**src/common/cfr_pkg.sv**
```systemverilog
// constants for the receive filter configuration register bank
package cfr_pkg;

  // ---------------------------------------------------------------
  // bus geometry
  // ---------------------------------------------------------------
  localparam int ADDR_W = 8;
  localparam int DATA_W = 32;
  localparam int NFLAGS = 30;

  // ---------------------------------------------------------------
  // register byte offsets
  // ---------------------------------------------------------------
  localparam logic [7:0] OFS_IRQ_FLAG_EN = 8'h54;
  localparam logic [7:0] OFS_IRQ_LINE_SEL = 8'h58;
  localparam logic [7:0] OFS_IRQ_LINE_EN = 8'h5C;
  localparam logic [7:0] OFS_GLOBAL_FILTER = 8'h80;
  localparam logic [7:0] OFS_STD_FILTER = 8'h84;
  localparam logic [7:0] OFS_EXT_FILTER = 8'h88;
  localparam logic [7:0] OFS_EXT_MASK = 8'h90;
  localparam logic [7:0] OFS_PRIO_STATUS = 8'h94;
  localparam logic [7:0] OFS_NEW_DATA_LOW = 8'h98;
  localparam logic [7:0] OFS_NEW_DATA_HIGH = 8'h9C;
  localparam logic [7:0] OFS_RX_FIFO0_CFG = 8'hA0;

  // ---------------------------------------------------------------
  // field positions
  // ---------------------------------------------------------------
  localparam int LINE0_EN_BIT = 0;
  localparam int LINE1_EN_BIT = 1;
  localparam int NOMATCH_STD_LSB = 4;
  localparam int NOMATCH_EXT_LSB = 2;
  localparam int REJ_RMT_STD_BIT = 1;
  localparam int REJ_RMT_EXT_BIT = 0;
  localparam int LIST_LEN_LSB = 16;
  localparam int LIST_BASE_LSB = 2;

  // ---------------------------------------------------------------
  // write masks, reset values, limits
  // ---------------------------------------------------------------
  localparam logic [31:0] STD_FILTER_WMASK = 32'h00FF_FFFC;
  localparam logic [31:0] EXT_FILTER_WMASK = 32'h007F_FFFC;
  localparam logic [31:0] RX_FIFO0_WMASK = 32'hFF7F_FFFC;
  localparam logic [28:0] EXT_MASK_RESET = 29'h1FFF_FFFF;
  localparam logic [7:0] STD_LEN_MAX = 8'h80;
  localparam logic [6:0] EXT_LEN_MAX = 7'h40;
  localparam logic [1:0] ACT_FIFO0 = 2'h0;
  localparam logic [1:0] ACT_FIFO1 = 2'h1;

  // ---------------------------------------------------------------
  // bus responses
  // ---------------------------------------------------------------
  localparam logic [1:0] RESP_OKAY = 2'h0;
  localparam logic [1:0] RESP_SLVERR = 2'h2;

  typedef enum logic [3:0] {
    CFR_SEL_NONE, CFR_SEL_FLAG_EN, CFR_SEL_LINE_SEL, CFR_SEL_LINE_EN, CFR_SEL_POLICY,
    CFR_SEL_STD, CFR_SEL_EXT, CFR_SEL_MASK, CFR_SEL_PRIO, CFR_SEL_NEW_LO,
    CFR_SEL_NEW_HI, CFR_SEL_FIFO0
  } cfr_sel_e;

endpackage

```
**src/design/cfr_regs.sv**
```systemverilog
// receive filter configuration and status register bank, AXI4-Lite slave
//
// Contract
// - line enable bits gate both interrupt outputs
// - standard non-matching frames: fifo0, fifo1, discard
// - extended non-matching frames: same three-way coding
// - reject bit drops standard remote frames
// - reject bit drops extended remote frames
// - standard list length saturates at 128
// - standard list base from bits 15:2
// - extended list length saturates at 64
// - extended list base from bits 15:2
// - extended identifier ANDed with 29-bit mask
// - mask resets to all ones
// - priority status rewritten on every priority match
// - bit 15 reports matching list
// - bits 14:8 hold matching element index
// - bits 7:6 report storage outcome
// - bits 5:0 hold stored fifo index
// - low new-data flags set on update, sticky
// - high new-data flags behave the same
// - writing one clears flag, zero no effect
// - hard reset clears all new-data flags
// - line-select bit routes each flag
// - flag forwarded only while its enable set
//
// The AXI4-Lite register port was decided locally.
`timescale 1ns/1ps
module cfr_regs (
  input wire logic CLK,
  input wire logic ARST_N,
  input wire logic AWVALID,
  output logic AWREADY,
  input wire logic [cfr_pkg::ADDR_W-1:0] AWADDR,
  input wire logic [2:0] AWPROT,
  input wire logic WVALID,
  output logic WREADY,
  input wire logic [cfr_pkg::DATA_W-1:0] WDATA,
  input wire logic [3:0] WSTRB,
  output logic BVALID,
  input wire logic BREADY,
  output logic [1:0] BRESP,
  input wire logic ARVALID,
  output logic ARREADY,
  input wire logic [cfr_pkg::ADDR_W-1:0] ARADDR,
  input wire logic [2:0] ARPROT,
  output logic RVALID,
  input wire logic RREADY,
  output logic [cfr_pkg::DATA_W-1:0] RDATA,
  output logic [1:0] RRESP,
  input wire logic [cfr_pkg::NFLAGS-1:0] IRQ_FLAGS,
  output logic IRQ_OUT_ZERO,
  output logic IRQ_OUT_ONE,
  input wire logic FRM_VALID,
  input wire logic FRM_XTD,
  input wire logic FRM_RMT,
  input wire logic FRM_NOMATCH,
  output logic ACT_VALID,
  output logic ACT_FILTER,
  output logic ACT_STORE0,
  output logic ACT_STORE1,
  output logic ACT_DISCARD,
  input wire logic EXT_ID_VALID,
  input wire logic [28:0] EXT_ID,
  output logic MASKED_ID_VALID,
  output logic [28:0] MASKED_EXT_ID,
  output logic [7:0] STD_LIST_LEN,
  output logic [13:0] STD_LIST_BASE,
  output logic [6:0] EXT_LIST_LEN,
  output logic [13:0] EXT_LIST_BASE,
  output logic [31:0] RX_FIFO0_CFG,
  input wire logic HP_EVT,
  input wire logic HP_LIST,
  input wire logic [6:0] HP_INDEX,
  input wire logic [1:0] HP_STORE,
  input wire logic [5:0] HP_BUF,
  input wire logic [63:0] BUF_UPDATE,
  output logic [63:0] NEW_DATA
);
  import cfr_pkg::*;

  // ---------------------------------------------------------------
  // state
  // ---------------------------------------------------------------
  typedef struct packed {
    logic aw_got;
    logic [ADDR_W-1:0] aw_addr;
    logic w_got;
    logic [31:0] w_data;
    logic [3:0] w_strb;
    logic awready;
    logic wready;
    logic bvalid;
    logic [1:0] bresp;
    logic arready;
    logic rvalid;
    logic [1:0] rresp;
    logic [31:0] rdata;
    logic [NFLAGS-1:0] flag_en;
    logic [NFLAGS-1:0] line_sel;
    logic [1:0] line_en;
    logic [5:0] filt_pol;
    logic [31:0] std_cfg;
    logic [31:0] ext_cfg;
    logic [28:0] id_mask;
    logic [15:0] prio_stat;
    logic [63:0] new_data;
    logic [31:0] fifo0;
    logic [7:0] std_len;
    logic [6:0] ext_len;
    logic irq0;
    logic irq1;
    logic act_valid;
    logic act_filter;
    logic act_store0;
    logic act_store1;
    logic act_discard;
    logic mask_valid;
    logic [28:0] mask_id;
  } cfr_state_s;

  cfr_state_s state_reg;
  cfr_state_s state_next;
  logic wr_fire;
  logic [63:0] new_data_clr;
  logic [1:0] nm_act;
  logic rmt_rej;

  // ---------------------------------------------------------------
  // helpers
  // ---------------------------------------------------------------
  function automatic cfr_sel_e decode(input logic [ADDR_W-1:0] a);
    cfr_sel_e sel;
    sel = CFR_SEL_NONE;
    unique case (a)
      OFS_IRQ_FLAG_EN: sel = CFR_SEL_FLAG_EN;
      OFS_IRQ_LINE_SEL: sel = CFR_SEL_LINE_SEL;
      OFS_IRQ_LINE_EN: sel = CFR_SEL_LINE_EN;
      OFS_GLOBAL_FILTER: sel = CFR_SEL_POLICY;
      OFS_STD_FILTER: sel = CFR_SEL_STD;
      OFS_EXT_FILTER: sel = CFR_SEL_EXT;
      OFS_EXT_MASK: sel = CFR_SEL_MASK;
      OFS_PRIO_STATUS: sel = CFR_SEL_PRIO;
      OFS_NEW_DATA_LOW: sel = CFR_SEL_NEW_LO;
      OFS_NEW_DATA_HIGH: sel = CFR_SEL_NEW_HI;
      OFS_RX_FIFO0_CFG: sel = CFR_SEL_FIFO0;
      default: sel = CFR_SEL_NONE;
    endcase
    return sel;
  endfunction

  function automatic logic [31:0] lanes(input logic [3:0] strb);
    logic [31:0] m;
    m = '0;
    for (int i = 0; i < 4; i++) begin
      m[i*8 +: 8] = {8{strb[i]}};
    end
    return m;
  endfunction

  // byte-lane merge under a field write mask
  function automatic logic [31:0] merge(input logic [31:0] old, input logic [31:0] d,
                                        input logic [3:0] strb, input logic [31:0] wm);
    logic [31:0] m;
    m = lanes(strb) & wm;
    return (old & ~m) | (d & m);
  endfunction

  function automatic logic [31:0] read_word(input cfr_state_s st, input cfr_sel_e sel);
    logic [31:0] d;
    d = '0;
    unique case (sel)
      CFR_SEL_FLAG_EN: d = {2'h0, st.flag_en};
      CFR_SEL_LINE_SEL: d = {2'h0, st.line_sel};
      CFR_SEL_LINE_EN: d = {30'h0, st.line_en};
      CFR_SEL_POLICY: d = {26'h0, st.filt_pol};
      CFR_SEL_STD: d = st.std_cfg;
      CFR_SEL_EXT: d = st.ext_cfg;
      CFR_SEL_MASK: d = {3'h0, st.id_mask};
      CFR_SEL_PRIO: d = {16'h0, st.prio_stat};
      CFR_SEL_NEW_LO: d = st.new_data[31:0];
      CFR_SEL_NEW_HI: d = st.new_data[63:32];
      CFR_SEL_FIFO0: d = st.fifo0;
      CFR_SEL_NONE: d = '0;
    endcase
    return d;
  endfunction

  // ---------------------------------------------------------------
  // next state
  // ---------------------------------------------------------------
  always_comb begin
    logic [31:0] wv;
    wv = '0;
    state_next = state_reg;
    new_data_clr = '0;
    wr_fire = state_reg.aw_got && state_reg.w_got && !state_reg.bvalid;
    if (AWVALID && state_reg.awready) begin
      state_next.aw_got = 1'b1;
      state_next.aw_addr = AWADDR;
    end
    if (WVALID && state_reg.wready) begin
      state_next.w_got = 1'b1;
      state_next.w_data = WDATA;
      state_next.w_strb = WSTRB;
    end
    if (BREADY && state_reg.bvalid) begin
      state_next.bvalid = 1'b0;
    end
    if (wr_fire) begin
      state_next.aw_got = 1'b0;
      state_next.w_got = 1'b0;
      state_next.bvalid = 1'b1;
      state_next.bresp = RESP_OKAY;
      unique case (decode(state_reg.aw_addr))
        CFR_SEL_FLAG_EN: begin
          wv = merge({2'h0, state_reg.flag_en}, state_reg.w_data, state_reg.w_strb, '1);
          state_next.flag_en = wv[NFLAGS-1:0];
        end
        CFR_SEL_LINE_SEL: begin
          wv = merge({2'h0, state_reg.line_sel}, state_reg.w_data, state_reg.w_strb, '1);
          state_next.line_sel = wv[NFLAGS-1:0];
        end
        CFR_SEL_LINE_EN: begin
          wv = merge({30'h0, state_reg.line_en}, state_reg.w_data, state_reg.w_strb, '1);
          state_next.line_en = wv[1:0];
        end
        CFR_SEL_POLICY: begin
          wv = merge({26'h0, state_reg.filt_pol}, state_reg.w_data, state_reg.w_strb, '1);
          state_next.filt_pol = wv[5:0];
        end
        CFR_SEL_STD: begin
          state_next.std_cfg = merge(state_reg.std_cfg, state_reg.w_data, state_reg.w_strb,
                                     STD_FILTER_WMASK);
        end
        CFR_SEL_EXT: begin
          state_next.ext_cfg = merge(state_reg.ext_cfg, state_reg.w_data, state_reg.w_strb,
                                     EXT_FILTER_WMASK);
        end
        CFR_SEL_MASK: begin
          wv = merge({3'h0, state_reg.id_mask}, state_reg.w_data, state_reg.w_strb, '1);
          state_next.id_mask = wv[28:0];
        end
        CFR_SEL_FIFO0: begin
          state_next.fifo0 = merge(state_reg.fifo0, state_reg.w_data, state_reg.w_strb,
                                   RX_FIFO0_WMASK);
        end
        CFR_SEL_NEW_LO: new_data_clr[31:0] = state_reg.w_data & lanes(state_reg.w_strb);
        CFR_SEL_NEW_HI: new_data_clr[63:32] = state_reg.w_data & lanes(state_reg.w_strb);
        CFR_SEL_PRIO: state_next.bresp = RESP_OKAY;
        CFR_SEL_NONE: state_next.bresp = RESP_SLVERR;
      endcase
    end
    state_next.awready = !state_next.aw_got && !state_next.bvalid;
    state_next.wready = !state_next.w_got && !state_next.bvalid;

    if (RREADY && state_reg.rvalid) begin
      state_next.rvalid = 1'b0;
    end
    if (ARVALID && state_reg.arready) begin
      state_next.rvalid = 1'b1;
      state_next.rdata = read_word(state_reg, decode(ARADDR));
      state_next.rresp = (decode(ARADDR) == CFR_SEL_NONE) ? RESP_SLVERR : RESP_OKAY;
    end
    state_next.arready = !state_next.rvalid;

    state_next.new_data = (state_reg.new_data & ~new_data_clr) | BUF_UPDATE;

    if (HP_EVT) begin
      state_next.prio_stat = {HP_LIST, HP_INDEX, HP_STORE, HP_BUF};
    end

    state_next.std_len = (state_next.std_cfg[LIST_LEN_LSB +: 8] > STD_LEN_MAX) ?
                         STD_LEN_MAX : state_next.std_cfg[LIST_LEN_LSB +: 8];
    state_next.ext_len = (state_next.ext_cfg[LIST_LEN_LSB +: 7] > EXT_LEN_MAX) ?
                         EXT_LEN_MAX : state_next.ext_cfg[LIST_LEN_LSB +: 7];

    state_next.irq0 = state_reg.line_en[LINE0_EN_BIT] &&
                      |(IRQ_FLAGS & state_reg.flag_en & ~state_reg.line_sel);
    state_next.irq1 = state_reg.line_en[LINE1_EN_BIT] &&
                      |(IRQ_FLAGS & state_reg.flag_en & state_reg.line_sel);

    rmt_rej = FRM_RMT && (FRM_XTD ? state_reg.filt_pol[REJ_RMT_EXT_BIT] :
                                    state_reg.filt_pol[REJ_RMT_STD_BIT]);
    nm_act = FRM_XTD ? state_reg.filt_pol[NOMATCH_EXT_LSB +: 2] :
                       state_reg.filt_pol[NOMATCH_STD_LSB +: 2];
    state_next.act_valid = FRM_VALID;
    state_next.act_filter = FRM_VALID && !rmt_rej && !FRM_NOMATCH;
    state_next.act_store0 = FRM_VALID && !rmt_rej && FRM_NOMATCH && nm_act == ACT_FIFO0;
    state_next.act_store1 = FRM_VALID && !rmt_rej && FRM_NOMATCH && nm_act == ACT_FIFO1;
    state_next.act_discard = FRM_VALID && (rmt_rej || (FRM_NOMATCH && nm_act[1]));

    state_next.mask_valid = EXT_ID_VALID;
    state_next.mask_id = EXT_ID & state_reg.id_mask;
  end

  // ---------------------------------------------------------------
  // registers
  // ---------------------------------------------------------------
  always_ff @(posedge CLK or negedge ARST_N) begin
    if (!ARST_N) begin
      state_reg <= '0;
      state_reg.awready <= 1'b1;
      state_reg.wready <= 1'b1;
      state_reg.arready <= 1'b1;
      state_reg.id_mask <= EXT_MASK_RESET;
      state_reg.new_data <= '0;
    end else begin
      state_reg <= state_next;
    end
  end

  // ---------------------------------------------------------------
  // outputs
  // ---------------------------------------------------------------
  assign AWREADY = state_reg.awready;
  assign WREADY = state_reg.wready;
  assign BVALID = state_reg.bvalid;
  assign BRESP = state_reg.bresp;
  assign ARREADY = state_reg.arready;
  assign RVALID = state_reg.rvalid;
  assign RDATA = state_reg.rdata;
  assign RRESP = state_reg.rresp;
  assign IRQ_OUT_ZERO = state_reg.irq0;
  assign IRQ_OUT_ONE = state_reg.irq1;
  assign ACT_VALID = state_reg.act_valid;
  assign ACT_FILTER = state_reg.act_filter;
  assign ACT_STORE0 = state_reg.act_store0;
  assign ACT_STORE1 = state_reg.act_store1;
  assign ACT_DISCARD = state_reg.act_discard;
  assign MASKED_ID_VALID = state_reg.mask_valid;
  assign MASKED_EXT_ID = state_reg.mask_id;
  assign STD_LIST_LEN = state_reg.std_len;
  assign STD_LIST_BASE = state_reg.std_cfg[LIST_BASE_LSB +: 14];
  assign EXT_LIST_LEN = state_reg.ext_len;
  assign EXT_LIST_BASE = state_reg.ext_cfg[LIST_BASE_LSB +: 14];
  assign RX_FIFO0_CFG = state_reg.fifo0;
  assign NEW_DATA = state_reg.new_data;
endmodule

```
**config.mk**
```make
export PLATFORM = sky130hd
export DESIGN_NAME = cfr_regs
export DESIGN_NICKNAME = d
export VERILOG_FILES = /design/src/common/cfr_pkg.sv /design/src/design/cfr_regs.sv
export SDC_FILE = /design/constraint.sdc
export NUM_CORES = 1
export LEC_CHECK = 0
export BUFFER_PORTS_ARGS = -buffer_cell sky130_fd_sc_hd__buf_2
export CELL_PAD_IN_SITES_DETAIL_PLACEMENT = 0
export CELL_PAD_IN_SITES_GLOBAL_PLACEMENT = 1
export CORE_MARGIN = 2
export CORE_UTILIZATION = 43
export DETAILED_ROUTE_END_ITERATION = 10
export GPL_ROUTABILITY_DRIVEN = 0
export PLACE_DENSITY = 0.92
export SLEW_MARGIN = 20
export SYNTH_ARGS = -nofsm -noshare
export SYNTH_HDL_FRONTEND = slang
export SYNTH_SLANG_ARGS = --single-unit
```
**constraint.sdc**
```tcl
create_clock -name CLK -period 3.1 [get_ports CLK]
set_input_delay 0.155 -clock CLK [delete_from_list [all_inputs] [get_ports CLK]]
set_output_delay 0.155 -clock CLK [all_outputs]
set_load 0.05 [all_outputs]
```
* Yosys cells after proc, flatten, opt, wreduce, memory -nomap -nowiden
Cells that the tools add are included.
** Cells by class
- Bitwise logic cells :: 32
- Equality and inequality tests :: 44
- Muxes and demuxes :: 26
- Reduce and logical (&&, ||, !) cells :: 40
- Order comparisons :: 2
** Operators by type and width (number)
- $pmux 32 s12 :: 1
- $and 32x32->32 :: 5
- $and 30x30->30 :: 5
- $eq 8x8->1 const B :: 16
- $mux 32 :: 3
- $or 32x32->32 :: 3
- $pmux 4 s11 :: 2
- $mux 85 :: 1
- $and 64x64->64 :: 1
- $mux 64 :: 1
- $not 64->64 :: 1
- $or 64x64->64 :: 1
- $not 30->30 :: 2
- $or 30x30->30 :: 2
- $reduce_or 30->1 :: 2
- $and 29x29->29 :: 2
- $eq 8x7->1 const B :: 6
- $mux 37 :: 1
- $mux 35 :: 1
- $and 32x23->32 :: 1
- $and 32x24->32 :: 1
- $eq 4x3->1 const B :: 8
- $not 23->32 :: 1
- $not 24->32 :: 1
- 27 further kinds :: 76
** Storage, ports and cells
- Bits in registers :: 412
- Word-level logic and storage cells :: 180
- Input bits :: 210
- Output and inout bits :: 217

* Longest topological paths before layout
- Depth in word-level cells :: 9
- Mapped depth :: 9
- Depth with buffers taken out :: 6

* Least setup slack after synthesis
Ideal clock, no wire load.
- Path type :: reg-to-reg
- Start :: reg state_reg, in the netlist BVALID
- End :: reg with a tool-made name
- Data required time :: 2.975 ns
- Setup slack :: 0.823 ns
- Arrival time :: 2.152 ns
- Cell stages (with the launch flop) :: 6
- Buffers on the path :: 1
- Clock period less this slack :: 2.277 ns
- Setup time :: 0.125 ns
- Path through :: dfrtp_1 -> and3b_1 -> clkbuf_1 -> nand2_1 -> nor4_2 -> mux2_2
** RTL lines
- start, declared :: RTL line cfr_regs.sv:122 : cfr_state_s state_reg;
- start signal, assigned :: RTL line cfr_regs.sv:309 : state_reg <= state_next;

==> Flow_metrics.wiki <==
{| class="wikitable"
! Metric !! Value
|-
| Power per standard cell area || 654 nW/um^2
|-
| Max Buffers Root-to-Sink || 3
|-
| Final wirelength || 63.3 mm
|-
| Initial drt markers || 1354
|-
| Minimum clock period || 2.61 ns
|-
| Flip-flop cell with the highest count after synthesis || dfrtp_1
|-
| Area of the mapped netlist || 18500 um^2
|-
| Share of the cycle needed by the critical path after routing || 0.841
|-
| Global-route usage over all layers || 0.280
|-
| Synth top area share || 0.476
|-
| Cell chain of the critical path || or4b_4 -> nor4_2 -> nand2_1 -> mux2_2
|-
| Final design instance area without fill || 23100 um^2
|-
| Kind of end point of the critical path || register
|-
| Total vias in the final route || 14500
|-
| Register clock-pin slew on the reported worst setup and hold paths || 0.06 ns
|-
| Number of instances in the synthesized netlist || 1607
|-
| Top post-synthesis cells by count || dfrtp_1 (352), mux2_2 (245), buf_4 (206)
|-
| Hold Fails Final Rpt || 0
|-
| Internal Pwr Total || 0.0100 W
|-
| Setup TNS || 0 ns
|-
| Area of the placeable core || 42800 um^2
|-
| Count of pins over their slew limit || 0
|-
| Clock latency reported for the late side of the worst-skew pair || 0.58 ns
|-
| Buffer type at the clock tree root || clkbuf_16
|-
| Total cell area at the placement stage || 19900 um^2
|-
| Part of the total power dissipated in combinational logic || 0.199
|-
| Count of flip-flops with a built-in enable after synthesis || 0
|-
| Area growth, synth to finish || 24.6%
|-
| Required time reported for the critical path endpoint || 3.59 ns
|-
| Placed instance count || 2347
|-
| Most frequently used cell type in the post-synthesis netlist || dfrtp_1
|-
| Power spent charging and discharging nets || 0.00506 W
|-
| Filler-free cell count of the finished design || 2604
|-
| Total of warnings raised by yosys || 0
|-
| Number of buffers and inverters on the critical path || 0
|-
| Sequential cell area fraction in the yosys report || 0.521
|-
| Post-CTS setup-driven buffer insertion count || 0
|-
| Sequential cell fraction of total power || 0.451
|-
| DRC violation count after routing || 0
|-
| Floorplan die area || 44700 um^2
|-
| Final hold slack || 0.0761 ns
|-
| First-pass GRT wire length || 92.6 mm
|-
| Worst min-delay path class || input pin to register
|-
| Die span in x || 211 um
|-
| Largest stage delay on the critical path || 0.59 ns
|-
| Number of maximum-capacitance constraint violations || 0
|-
| Avg Inst Size Synth || 11.5 um^2
|-
| Total I/O pin count || 427
|-
| Number of antenna-violating nets in the routed design || 0
|-
| Library cell with the largest summed area after synthesis || dfrtp_1
|-
| Flip-flop and latch count after synthesis || 384
|-
| Chip height || 211 um
|-
| CTS tree || built
|-
| Achievable Freq || 0.383 GHz
|-
| Clock tree sinks || 384
|-
| Fraction of synthesis flops using an asynchronous set or reset pin || 1.00
|-
| GRT overflow || 0
|-
| Flop2flop setup slack || 0.49 ns
|-
| Average wire length per cell after detail routing || 24.3 um
|-
| Buffers on Ports || 415
|-
| Number of nets in the layout || 2222
|-
| Family with the most delay on the worst path || simple AND/OR/NAND/NOR gates
|-
| Clock share of power || 0.350
|-
| Startpoint-to-endpoint class of the critical path || register to register
|-
| Post-route worst setup slack || 0.492 ns
|-
| Max-slew headroom || 0.272
|-
| Least-Margin Pin Slew || 1.09 ns
|-
| Critical path fanouts, max || 8
|-
| Via count of the first global-routing pass || 14800
|-
| Detail Placement HPWL || 45.9 mm
|-
| Worst supply voltage drop on vdd || 0.443 mV
|-
| Setup WS pre-CTS || 0.513 ns
|-
| Setup repair after global routing missed its margin || false
|-
| Fraction of layout instances using a drive strength above 1 || 0.408
|-
| Avg Vias per Cell || 5.56
|-
| Number of search-and-repair iterations in the first detailed-routing pass || 5
|-
| Synth top area cells || dfrtp_1 (48%), mux2_2 (15%), buf_4 (8.4%)
|-
| Startpoint Class || register
|-
| Number of H-tree branching levels || 2
|-
| Arrival time at the worst endpoint || 3.10 ns
|-
| Final setup skew || 0.0230 ns
|-
| Row count || 76
|-
| Pin count of the biggest net entering global routing || 91
|-
| Starting density of the core || 0.433
|-
| Number of buffers inserted during clock tree synthesis || 43
|-
| Run status || completed
|-
| Cell type of the slowest stage on the worst timing path || or4b_4
|-
| Switching fraction of total power || 0.335
|-
| Filler Cell Count || 3498
|-
| Unique masters post-synth || 62
|-
| Final-report setup violation count || 0
|-
| Number of antenna violations at the first check in global routing || 20
|-
| Standby leakage power || 10.6 nW
|}
## cell families (layout without fill, tap and decap cells)
logic type / count (synthesis) / count (layout) / share of synthesized area
AOI/OAI and AO/OA: 263 / 263 / 0.100
and+or+nand+nor: 411 / 411 / 0.113
other: 1 / 16 / 0.000203
buffers and inverters: 278 / 714 / 0.0990
DFF: 384 / 384 / 0.521
muxes: 269 / 269 / 0.165
xor gates and xnor gates: 1 / 1 / 0.000473
## power groups by stage
| stage | registers [W] | clock network (W) | logic, W |
|---|---|---|---|
| after floorplan | 0.00634 | 0 | 0.00237 |
| after global placement | 0.00681 | 0 | 0.00276 |
| after detailed placement | 0.00686 | 0 | 0.00283 |
| after CTS | 0.00677 | 0.00536 | 0.00301 |
| after global routing | 0.00691 | 0.00555 | 0.00321 |
| final | 0.00681 | 0.00528 | 0.00301 |
## area by class of cell
class	count	area, um^2	share of cell area
diodes	11	27.5	0.00119
multi-input cells	949	7070	0.306
clock inverters	18	245	0.0106
flip-flops and latches	384	9650	0.418
repair buffers	629	4150	0.180
inverters	5	18.8	0.000814
well taps	546	683	0.0296
clock buffers	62	1230	0.0532
## layer usage
layer / global-route usage / wire [um] / part of all wire / up-vias
li1: - / - / - / 6358
met1: 0.341 / 24600 / 0.39 / 7221
met2: 0.461 / 30300 / 0.48 / 710
met3: 0.0755 / 5210 / 0.082 / 182
met4: 0.136 / 3110 / 0.049 / 20
met5: 0 / 137 / 0.0022 / -
## metrics by stage
| step | util | total power [W] |
|---|---|---|
| floorplan | - | 0.00871 |
| global placement | 0.465 | 0.00956 |
| detailed placement | 0.465 | 0.00968 |
| CTS | 0.538 | 0.0151 |
| global route | 0.539 | 0.0157 |
| finish | 0.539 | 0.0151 |
## final timing paths
kind                                     start  cells past startpoint          endpoint
min in group asynchronous               ARST_N                      2  MASKED_EXT_ID[1]
max in group asynchronous               ARST_N                      3         async pin
worst min register to register  state_reg[402]                      1            WREADY
worst max register to register  state_reg[404]                      4          register
worst min-delay path              IRQ_FLAGS[7]                      5       IRQ_OUT_ONE
worst max-delay path            state_reg[404]                      4          register
## repair_timing
item / CTS / global route
hold endpoints to repair: 237 / 0
hold buffers: 166 / 0
resized for setup: 0 / 0
setup endpoints to repair: 0 / 0
## layout by cell type, fill, tap and decap left out, drive strengths merged, types with 11 or more instances in the layout
cell | netlist | routed
buf | 226 | 463
dfrtp | 352 | 352
mux2 | 246 | 246
dlygate4sd3 | 0 | 166
nand2 | 148 | 148
a21o | 65 | 65
clkbuf | 47 | 62
nor2 | 53 | 53
nand3 | 41 | 41
o22ai | 36 | 36
and2 | 36 | 36
o21ai | 35 | 35
a22oi | 34 | 34
dfstp | 32 | 32
nand2b | 32 | 32
nor3 | 30 | 30
mux2i | 18 | 18
a211oi | 18 | 18
a21oi | 18 | 18
nor2b | 14 | 14
nor4 | 13 | 13
diode | 0 | 11
nand4 | 11 | 11
## worst register-to-register path: cells and delay by family, from the launching register on
family,cells,cell delay [ns]
flip-flops,1,0.42
multiplexers,1,0.44
AND/OR/NAND/NOR,3,1.67
No activity file was read; power rests on OpenSTA's default activity.
